$ cat config.mk
export PLATFORM = sky130hd
export DESIGN_NAME = rsfl_fault_latches
export DESIGN_NICKNAME = d
export VERILOG_FILES = /design/src/core/rsfl_pkg.sv /design/src/core/rsfl_w1c_reg.sv /design/src/core/rsfl_fault_latches.sv
export SDC_FILE = /design/constraint.sdc
export NUM_CORES = 1
export LEC_CHECK = 0
export BUFFER_PORTS_ARGS = -buffer_cell sky130_fd_sc_hd__buf_2
export CAP_MARGIN = 40
export CORE_MARGIN = 5
export CORE_UTILIZATION = 44
export DETAILED_ROUTE_END_ITERATION = 8
export GPL_ROUTABILITY_DRIVEN = 0
export PLACE_DENSITY = 0.78
export SLEW_MARGIN = 10
export SYNTH_ARGS = -nofsm -noshare
export SYNTH_HDL_FRONTEND = slang
export SYNTH_HIERARCHICAL = 1
export SYNTH_SLANG_ARGS = --single-unit
$ cat constraint.sdc
create_clock -name clk_sys_in -period 1.6 [get_ports clk_sys_in]
set_input_delay 0.4 -clock clk_sys_in [delete_from_list [all_inputs] [get_ports clk_sys_in]]
set_output_delay 0.4 -clock clk_sys_in [all_outputs]
set_load 0.01 [all_outputs]
$ cat src/core/rsfl_pkg.sv
// Package for the rail and supply fault latches: offsets, bit positions, resets.
// Assumes an 8-bit register port with byte offsets.
package rsfl_pkg;
  localparam int unsigned RSFL_ADDR_W = 8;
  localparam int unsigned RSFL_DATA_W = 8;
  localparam logic [7:0] RSFL_RAIL34_OFS = 8'h5d;
  localparam logic [7:0] RSFL_SUPPLY_OFS = 8'h62;
  localparam logic [7:0] RSFL_RESET_VAL = 8'h00;
  localparam logic [7:0] RSFL_READ_NONE = 8'h00;
  // Rail fault register bit positions
  localparam int unsigned RSFL_R4_ILIM = 7;
  localparam int unsigned RSFL_R4_SC = 6;
  localparam int unsigned RSFL_R4_UV = 5;
  localparam int unsigned RSFL_R4_OV = 4;
  localparam int unsigned RSFL_R3_ILIM = 3;
  localparam int unsigned RSFL_R3_SC = 2;
  localparam int unsigned RSFL_R3_UV = 1;
  localparam int unsigned RSFL_R3_OV = 0;
  // Supply fault register bit positions
  localparam int unsigned RSFL_M2_RV = 7;
  localparam int unsigned RSFL_M2_UV = 6;
  localparam int unsigned RSFL_M2_OV = 5;
  localparam int unsigned RSFL_M1_RV = 4;
  localparam int unsigned RSFL_M1_UV = 3;
  localparam int unsigned RSFL_M1_OV = 2;
  localparam int unsigned RSFL_VA_UV = 1;
  localparam int unsigned RSFL_VA_OV = 0;
endpackage : rsfl_pkg

$ cat src/core/rsfl_w1c_reg.sv
// One 8-bit latched fault register with write-one-to-clear.
// Assumes event bits are synchronous pulses or levels on clk_sys_in.
`timescale 1ns/10ps
module rsfl_w1c_reg
  import rsfl_pkg::*;
(
  // Clock and reset
  input wire logic clk_sys_in,
  input wire logic sys_rst_in,
  // Events and clear
  input wire logic [RSFL_DATA_W-1:0] event_in,
  input wire logic clr_en_in,
  input wire logic [RSFL_DATA_W-1:0] clr_data_in,
  // State
  output logic [RSFL_DATA_W-1:0] latch_out
);
  logic [RSFL_DATA_W-1:0] latch_r;
  logic [RSFL_DATA_W-1:0] latch_nxt;

  genvar i;
  generate
    for (i = 0; i < RSFL_DATA_W; i++) begin : g_bit
      // Set beats clear; writing zero keeps the bit
      always_comb begin
        latch_nxt[i] = event_in[i] | (latch_r[i] & ~(clr_en_in & clr_data_in[i]));
      end
    end
  endgenerate

  always_ff @(posedge clk_sys_in) begin
    if (sys_rst_in) begin
      latch_r <= RSFL_RESET_VAL;
    end else begin
      latch_r <= latch_nxt;
    end
  end

  assign latch_out = latch_r;
endmodule : rsfl_w1c_reg

$ cat src/core/rsfl_fault_latches.sv
// Rail three/four and supply monitor fault latch registers with register port.
// Assumes detector inputs are synchronous to clk_sys_in and active high.
// Assumes one-cycle read and write strobes; read data appears a cycle later.
// How it works
// A current-limit event on rail four sets bit 7, on rail three bit 3, cleared by writing one.
// A short-flag bit (6 rail four, 2 rail three) sets when the output falls below threshold.
// The same short flag sets when the output did not rise above threshold by ramp end.
// The same short flag sets when the output is above threshold before start-up.
// Under-voltage on a rail sets bit 5 or bit 1, cleared by writing one.
// Over-voltage on a rail sets bit 4 or bit 0, cleared by writing one.
// Residual voltage on monitor two sets bit 7, on monitor one bit 4, of the supply register.
// Monitor under-voltage latches bit 6 or 3, with a live bit beside it.
// Monitor over-voltage latches bit 5 or 2, with a live bit beside it.
// Analog supply under-voltage latches bit 1, with a live bit beside it.
// Analog supply over-voltage latches bit 0, with a live bit beside it.
// The rail register sits at 0x5d and resets to zero.
// The supply register sits at 0x62 and resets to zero.
// A summary bit shows while any rail latch is set and clears when all are zero.
// Writing zero leaves a latch alone and a set in the clearing cycle wins.
`timescale 1ns/10ps
module rsfl_fault_latches
  import rsfl_pkg::*;
(
  // Clock and reset
  input wire logic clk_sys_in,
  input wire logic sys_rst_in,
  // Register port
  input wire logic reg_wr_in,
  input wire logic reg_rd_in,
  input wire logic [RSFL_ADDR_W-1:0] reg_addr_in,
  input wire logic [RSFL_DATA_W-1:0] reg_wdata_in,
  output logic [RSFL_DATA_W-1:0] reg_rdata_out,
  // Rail four detector events
  input wire logic rail4_ilim_in,
  input wire logic rail4_sc_run_in,
  input wire logic rail4_sc_ramp_in,
  input wire logic rail4_sc_pre_in,
  input wire logic rail4_uv_in,
  input wire logic rail4_ov_in,
  // Rail three detector events
  input wire logic rail3_ilim_in,
  input wire logic rail3_sc_run_in,
  input wire logic rail3_sc_ramp_in,
  input wire logic rail3_sc_pre_in,
  input wire logic rail3_uv_in,
  input wire logic rail3_ov_in,
  // Supply monitor detector events and live levels
  input wire logic monitor_two_residual_in,
  input wire logic monitor_two_undervolt_in,
  input wire logic monitor_two_overvolt_in,
  input wire logic monitor_one_residual_in,
  input wire logic monitor_one_undervolt_in,
  input wire logic monitor_one_overvolt_in,
  input wire logic analog_supply_undervolt_in,
  input wire logic analog_supply_overvolt_in,
  // Rail summary
  output logic rail34_pending_summary_out,
  // Live monitor levels
  output logic monitor_two_undervolt_live_out,
  output logic monitor_two_overvolt_live_out,
  output logic monitor_one_undervolt_live_out,
  output logic monitor_one_overvolt_live_out,
  output logic analog_supply_undervolt_live_out,
  output logic analog_supply_overvolt_live_out,
  // Latch contents
  output logic [RSFL_DATA_W-1:0] rail34_fault_latches_out,
  output logic [RSFL_DATA_W-1:0] supply_monitor_fault_latches_out
);
  // Event vectors in register bit order
  logic [RSFL_DATA_W-1:0] rail_evt;
  logic [RSFL_DATA_W-1:0] sup_evt;
  // Latch contents
  logic [RSFL_DATA_W-1:0] rail34_fault_latches;
  logic [RSFL_DATA_W-1:0] supply_monitor_fault_latches;
  // Address decode
  logic rail_sel;
  logic sup_sel;
  logic rail_wr;
  logic sup_wr;
  // Output registers
  logic [RSFL_DATA_W-1:0] rdata_r;
  logic [RSFL_DATA_W-1:0] rdata_nxt;
  logic summary_r;
  logic summary_nxt;
  logic m2_uv_live_r;
  logic m2_ov_live_r;
  logic m1_uv_live_r;
  logic m1_ov_live_r;
  logic va_uv_live_r;
  logic va_ov_live_r;

  function automatic logic hit(input logic [RSFL_ADDR_W-1:0] a, input logic [RSFL_ADDR_W-1:0] o);
    hit = (a == o);
  endfunction : hit

  // Short flag raised by any of its three causes
  always_comb begin
    rail_evt = RSFL_RESET_VAL;
    rail_evt[RSFL_R4_ILIM] = rail4_ilim_in;
    rail_evt[RSFL_R3_ILIM] = rail3_ilim_in;
    rail_evt[RSFL_R4_SC] = rail4_sc_run_in;
    rail_evt[RSFL_R3_SC] = rail3_sc_run_in;
    if (rail4_sc_ramp_in | rail4_sc_pre_in) begin
      rail_evt[RSFL_R4_SC] = 1'b1;
    end
    if (rail3_sc_ramp_in | rail3_sc_pre_in) begin
      rail_evt[RSFL_R3_SC] = 1'b1;
    end
    rail_evt[RSFL_R4_UV] = rail4_uv_in;
    rail_evt[RSFL_R3_UV] = rail3_uv_in;
    rail_evt[RSFL_R4_OV] = rail4_ov_in;
    rail_evt[RSFL_R3_OV] = rail3_ov_in;
  end

  // Supply events; residual has no live bit
  always_comb begin
    sup_evt = RSFL_RESET_VAL;
    sup_evt[RSFL_M2_RV] = monitor_two_residual_in;
    sup_evt[RSFL_M1_RV] = monitor_one_residual_in;
    sup_evt[RSFL_M2_UV] = monitor_two_undervolt_in;
    sup_evt[RSFL_M1_UV] = monitor_one_undervolt_in;
    sup_evt[RSFL_M2_OV] = monitor_two_overvolt_in;
    sup_evt[RSFL_M1_OV] = monitor_one_overvolt_in;
    sup_evt[RSFL_VA_UV] = analog_supply_undervolt_in;
    sup_evt[RSFL_VA_OV] = analog_supply_overvolt_in;
  end

  // Writes elsewhere leave both registers alone
  assign rail_sel = hit(reg_addr_in, RSFL_RAIL34_OFS);
  assign sup_sel = hit(reg_addr_in, RSFL_SUPPLY_OFS);
  assign rail_wr = reg_wr_in & rail_sel;
  assign sup_wr = reg_wr_in & sup_sel;

  // Rail and supply latch registers
  rsfl_w1c_reg u_rail (
    .clk_sys_in (clk_sys_in),
    .sys_rst_in (sys_rst_in),
    .event_in (rail_evt),
    .clr_en_in (rail_wr),
    .clr_data_in (reg_wdata_in),
    .latch_out (rail34_fault_latches)
  );

  rsfl_w1c_reg u_supply (
    .clk_sys_in (clk_sys_in),
    .sys_rst_in (sys_rst_in),
    .event_in (sup_evt),
    .clr_en_in (sup_wr),
    .clr_data_in (reg_wdata_in),
    .latch_out (supply_monitor_fault_latches)
  );

  // Read mux; a write in the same cycle is not yet seen
  always_comb begin
    rdata_nxt = rdata_r;
    if (reg_rd_in) begin
      if (rail_sel) begin
        rdata_nxt = rail34_fault_latches;
      end else if (sup_sel) begin
        rdata_nxt = supply_monitor_fault_latches;
      end else begin
        rdata_nxt = RSFL_READ_NONE;
      end
    end
  end

  // Read data registered, held until the next read strobe
  always_ff @(posedge clk_sys_in) begin
    if (sys_rst_in) begin
      rdata_r <= RSFL_READ_NONE;
    end else begin
      rdata_r <= rdata_nxt;
    end
  end

  // Summary follows the latches one cycle behind
  assign summary_nxt = |rail34_fault_latches;

  always_ff @(posedge clk_sys_in) begin
    if (sys_rst_in) begin
      summary_r <= 1'b0;
    end else begin
      summary_r <= summary_nxt;
    end
  end

  // Live status of the monitor inputs, one cycle late
  always_ff @(posedge clk_sys_in) begin
    if (sys_rst_in) begin
      m2_uv_live_r <= 1'b0;
      m2_ov_live_r <= 1'b0;
      m1_uv_live_r <= 1'b0;
      m1_ov_live_r <= 1'b0;
    end else begin
      m2_uv_live_r <= monitor_two_undervolt_in;
      m2_ov_live_r <= monitor_two_overvolt_in;
      m1_uv_live_r <= monitor_one_undervolt_in;
      m1_ov_live_r <= monitor_one_overvolt_in;
    end
  end

  // Live status of the analog supply input, one cycle late
  always_ff @(posedge clk_sys_in) begin
    if (sys_rst_in) begin
      va_uv_live_r <= 1'b0;
      va_ov_live_r <= 1'b0;
    end else begin
      va_uv_live_r <= analog_supply_undervolt_in;
      va_ov_live_r <= analog_supply_overvolt_in;
    end
  end

  assign reg_rdata_out = rdata_r;
  assign rail34_pending_summary_out = summary_r;
  assign monitor_two_undervolt_live_out = m2_uv_live_r;
  assign monitor_two_overvolt_live_out = m2_ov_live_r;
  assign monitor_one_undervolt_live_out = m1_uv_live_r;
  assign monitor_one_overvolt_live_out = m1_ov_live_r;
  assign analog_supply_undervolt_live_out = va_uv_live_r;
  assign analog_supply_overvolt_live_out = va_ov_live_r;
  assign rail34_fault_latches_out = rail34_fault_latches;
  assign supply_monitor_fault_latches_out = supply_monitor_fault_latches;
endmodule : rsfl_fault_latches

==> results of run 1 <==
-- registers in the layout, summed over array words and instances, names as in the netlist --
name,cells
analog_supply_undervolt_live_out,1
u_rail/latch_out,8
analog_supply_overvolt_live_out,1
u_supply/latch_out,8
rail34_pending_summary_out,1
monitor_one_undervolt_live_out,1
monitor_two_undervolt_live_out,1
reg_rdata_out,8
monitor_two_overvolt_live_out,1
monitor_one_overvolt_live_out,1
-- power groups by stage --
| stage | clock network [mW] | logic, mW | registers, mW |
|---|---|---|---|
| 2_1_floorplan | 0 | 0.106 | 0.889 |
| 3_3_place_gp | 0 | 0.248 | 0.870 |
| 3_5_place_dp | 0 | 0.253 | 0.871 |
| 4_1_cts | 0.518 | 0.254 | 0.853 |
| 5_1_grt | 0.561 | 0.276 | 0.861 |
| 6_report | 0.504 | 0.251 | 0.854 |
-- worst paths after layout --
| path | startpoint | to | cells after the start | slack (ps) |
|---|---|---|---|---|
| worst max-delay path | u_rail/latch_out[3] | rail34_fault_latches_out[3] | 1 | 290 |
| worst min-delay path | reg_wdata_in[7] | u_rail/latch_out[7] | 2 | 310 |
| worst min register to register | reg_rdata_out[2] | reg_rdata_out[2] | 2 | 480 |
| worst max register to register | u_rail/latch_out[4] | rail34_pending_summary_out | 2 | 720 |
-- cells by family (layout without fill, tap and decap cells) --
family / count (synthesis) / in the layout / share of synthesized area (%)
compound gates: 25 / 25 / 23.0
buf+inv: 26 / 99 / 9.60
flops: 31 / 31 / 45.3
simple gates: 56 / 56 / 22.0
-- cell usage after synthesis (all sizes together) --
| master | count |
|---|---|
| a21oi | 1 |
| a311oi | 24 |
| and3 | 2 |
| and4b | 1 |
| buf | 7 |
| clkbuf | 3 |
| dfxtp | 31 |
| inv | 16 |
| nand3 | 16 |
| nor2 | 24 |
| nor2b | 6 |
| nor4 | 2 |
| nor4b | 1 |
| nor4bb | 2 |
| or3 | 2 |
-- cells in the final DEF, fill, tap and decap left out, drive strengths merged --
cell type	n
a311oi	24
and4b	1
nor4bb	2
dfxtp	31
nor4	2
buf	75
nor2	24
or3	2
clkbuf	8
nor4b	1
and3	2
inv	16
a21oi	1
nor2b	6
nand3	16
-- routing by layer --
metal | part of all wire (%) | wire length (um) | vias to the layer above | global-route usage (%)
li1 | - | - | 647 | -
met1 | 41 | 1400 | 567 | 21.0
met2 | 50 | 1690 | 42 | 27.3
met3 | 6.2 | 209 | 8 | 4.93
met4 | 2.9 | 98 | 0 | 8.03
met5 | 0 | 0 | - | 0
-- through the flow --
step                      setup slack [ps]  utilization (%)
after global placement                55.9             57.9
after global routing                   212             60.2
final                                  292             60.2
after floorplan                        204                -
after detailed placement              19.7             57.9
after CTS                              289             60.2
-- area by class of cell --
class / instances / share of cell area (%)
sequential: 31 / 34.1
multi-input combinational: 81 / 33.9
timing repair buffer: 75 / 22.0
clock buffer: 8 / 3.78
inverter: 16 / 3.30
tap: 44 / 3.02
==> results.md, run 1 <==
- Status: finished clean
- Clock power frac: 31.3%
- Clock Skew: approximately 4.8 ps
- Setup crit start kind: flip-flop
- Height of the die: 65.8 um
- Leak: 0.857 nW
- Area occupied by multi-input gates: 617 um^2
- Fin Setup TNS: 0 ps
- Int Pwr: between 1 and 1.5 mW
- Crit Path Category: flip-flop to output pin
- Worst hold margin: 306 ps
- Design area: about 1800 um^2
- Maximum clock insertion buffer count: 2
- DRT iter0 DRCs: 50
- Synth Instances: between 100 and 150
- Unrepaired setup endpoints after global routing: no
- Worst skew pair latency: 320 ps
- TritonCTS clock tree: yes
- First-pass GRT wire length: around 5600 um
- CP top delay family: flip-flops
- Postcts setup bufs: 0
- Worst-Margin Slew: slightly above 700 ps
- Cell Area, Synth: around 1400 um^2
- Vias in the first global route: between 1,000 and 1,500
- Yosys top cell area share: 45.3%
- Seq cells post-synth: 31
- Inserted Diodes: 0
- Post-Layout Cell Count: approximately 260
- Max-cap viol count: 0
- CTS root buffer: clkbuf_4
- Combinational Power Share: between 15 and 20%
- TritonRoute pass-1 iters: 4
- Input/output buffers: 70
- Power Density: 883 nW/um^2
- Part of the power in registers: around 53%
- Tot GR Track Use: 17.1%
- Placed cells: about 250
- Max frequency: about 760 MHz
- YS warnings: 6
- Final hold vios: 0
- CTS buffer count: 5
- Final Total Pwr: 1.61 mW
- Mapped Nets: between 150 and 200
- Crit-path max FO: 4
- Worst EP required: around 1200 ps
- Critical path buffer and inverter count: 1
- Post-DP HPWL: between 2000 and 3000 um
- Synth unique cells: 18
- # H-tree levels: 2
- Drc violations: 0
- Seq. cell area: between 600 and 700 um^2
- Sequential share of the synthesized area: a little under half
- Layout cells sized above 1: a little under half
- Pin count of the biggest net entering global routing: 32
- Final #Nets: 250
- Arr. time, crit path: around 900 ps
- Ports: a little over 70
- Hold Buf Count CTS: 0
- Worst-path clk slew: about 90 ps
- Final slew viol count: 0
- Routed vias: about 1,300
- Number of clock sinks: 31
- Cell taking the most area after synthesis: dfxtp_1
- Final period utilization: 81.8%
- Antenna Nets Post-Route: 0
- Initial Utilization: about 45%
- Post-Place Cell Area: 1750 um^2
- Setup violators final: 0
- HP Class: input port to flip-flop
- Slowest cell on the critical path: dfxtp_1
- DR WL/cell: 13.3 um
- Area contributors post-synth: dfxtp_1, a311oi_2, nor2_1
- Worst ir drop on vdd: 474 uV
- Area Overhead vs Synth: 33.1%
- Net Sw Frac: between 20 and 30%
- Mapped Avg Cell Area: 9.92 um^2
- Post-CTS Resized: 0
- Final wirelength: 3400 um
- Row cnt: 20
- Max-slew headroom: 52.1%
- Die width: roughly 66 um
- CP max stage delay: 420 ps
- Full die area: 4330 um^2
- Post-route minimum period: around 1300 ps
- Switching power: roughly 0.41 mW
- Cell Chain, Critical Path: buf_2
- Core Region: 3030 um^2
- Initial antenna violation count: 0
- Via-to-Cell Ratio: between 4 and 5
- Gr ovfl total: 0
- Crit. End Element: output pin
- Fillers: 273
No activity file was read; power rests on OpenSTA's default activity.
==> run 2, diff against run 1 <==
==> constraint.sdc (replaced) <==
create_clock -name clk_sys_in -period 1.3 [get_ports clk_sys_in]
set_input_delay 0.325 -clock clk_sys_in [delete_from_list [all_inputs] [get_ports clk_sys_in]]
set_output_delay 0.325 -clock clk_sys_in [all_outputs]
set_load 0.01 [all_outputs]
==> results.md, run 2 (synthesis results as in run 1) <==
- Status: finished clean
- Setup crit start kind: flip-flop
- Int Pwr: 1.62 mW
- CTS buffer count: 5
- Fillers: between 200 and 300
- Final wirelength: ~3600 um
- Max frequency: 805 MHz
- Worst EP required: approximately 1000 ps
- Row cnt: 20
- Part of the power in registers: between 40% and 50%
- Max-slew headroom: a little under 80%
- Worst-path clk slew: 100 ps
- Cell Chain, Critical Path: buf_2
- Critical path buffer and inverter count: 1
- Tot GR Track Use: between 10% and 20%
- Antenna Nets Post-Route: 0
- Most frequent cells in the layout: buf_2, dfxtp_1, nor2_1
- Setup violators final: 0
- CTS root buffer: clkbuf_4
- Unrepaired setup endpoints after global routing: no
- Post-Layout Cell Count: roughly 260
- Final Total Pwr: around 2.2 mW
- Crit. End Element: output pin
- Worst-Margin Slew: 319 ps
- Placed cells: ~250
- Height of the die: ~66 um
- Switching power: 0.540 mW
- Post-DP HPWL: 2880 um
- CP max stage delay: 420 ps
- Post-CTS Resized: 0
- Die width: approximately 66 um
- Arr. time, crit path: between 900 and 1000 ps
- Routed vias: 1,252
- Clock Skew: about 16 ps
- Final slew viol count: 0
- Crit-path max FO: 4
- Initial antenna violation count: 0
- Drc violations: 0
- DR WL/cell: roughly 14 um
- Commonest non-fill, non-tap cell in the layout: buf_2
- CP top delay family: flip-flops
- Full die area: between 4000 and 5000 um^2
- Pin count of the biggest net entering global routing: 32
- Crit Path Category: flip-flop to output pin
- Final Util: 61.7%
- HP Class: input port to flip-flop
- Clock power frac: a little over a third
- Postcts setup bufs: 0
- # H-tree levels: 2
- Final #Nets: between 200 and 300
- Ports: around 70
- TritonRoute pass-1 iters: 4
- Maximum clock insertion buffer count: 2
- Net Sw Frac: between 20 and 30%
- Combinational Power Share: about 15%
- Post-route minimum period: around 1200 ps
- Via-to-Cell Ratio: 4.87
- Max-cap viol count: 0
- First-pass GRT wire length: 5830 um
- Gr ovfl total: 0
- Hold Buf Count CTS: 0
- Worst ir drop on vdd: roughly 550 uV
- Area Overhead vs Synth: 36.6%
- Layout cells sized above 1: 49.8%
- Core Region: ~3000 um^2
- TritonCTS clock tree: yes
- Final hold vios: 0
- Final period utilization: between 90% and 100%
- Vias in the first global route: about 1,300
- Power Density: between 1000 and 1500 nW/um^2
- Input/output buffers: 70
- DRT iter0 DRCs: 56
- Slowest cell on the critical path: dfxtp_1
- Worst skew pair latency: ~340 ps
- Number of clock sinks: 31
- Initial Utilization: 45.2%
- Leak: 0.882 nW
- Fin Setup TNS: 0 ps
- Inserted Diodes: 0
[run 2: cell types whose count changed in the layout (fill, tap and decap cells not counted)]
cell       delta
buf_12        +1
buf_4         +1
dfxtp_1       -2
clkbuf_1      -1
clkbuf_8      -1
dfxtp_2       +2
clkinv_2      +1
bufinv_16     +1
[run 2: worst paths after layout]
path / slack, ps / end / start / depth (start not counted)
worst max-delay path: 60 / rail34_fault_latches_out[2] / u_rail/latch_out[2] / 1
worst min-delay path: 210 / u_rail/latch_out[3] / reg_wdata_in[3] / 2
worst max register to register: 410 / reg_rdata_out[4] / u_rail/latch_out[4] / 2
worst min register to register: 480 / reg_rdata_out[1] / reg_rdata_out[1] / 2
[run 2: final cells by class]
cell class | instances | area [um^2] | area share (%)
Sequential cell | 31 | 623 | 33.3
Multi-Input combinational cell | 81 | 617 | 33.0
Timing Repair Buffer | 77 | 428 | 22.9
Inverter | 16 | 60.1 | 3.21
Tap cell | 44 | 55.1 | 2.95
Clock buffer | 6 | 51.3 | 2.74
Clock inverter | 2 | 35.0 | 1.87
[run 2: worst reg2reg max path, cell delays in order (launching register included)]
cell and delay, ps:
dfxtp_1 410, nand3_1 100, a311oi_1 280
[run 2: metal layers]
metal  wire [um]  GRT usage (%)
met5           0              0
met4          77           8.55
met3         216           4.76
met2        1840           29.4
met1        1490           21.2
[run 2: per-stage QoR]
step | setup WS, ps | instance area [um^2] | hold slack (ps)
4_1_cts | 48.8 | 1870 | 197
3_3_place_gp | -147 | 1780 | 473
3_5_place_dp | -193 | 1780 | 469
6_report | 57.1 | 1870 | 206
5_1_grt | 0.573 | 1870 | 186
2_1_floorplan | -21.3 | 1370 | 397
[run 2: power groups by stage]
stage	Clock [mW]	Sequential [mW]	Combinational (mW)
2_1_floorplan	0	1.09	0.130
3_3_place_gp	0	1.07	0.314
3_5_place_dp	0	1.07	0.323
4_1_cts	0.800	1.05	0.323
5_1_grt	0.867	1.06	0.352
6_report	0.783	1.05	0.322
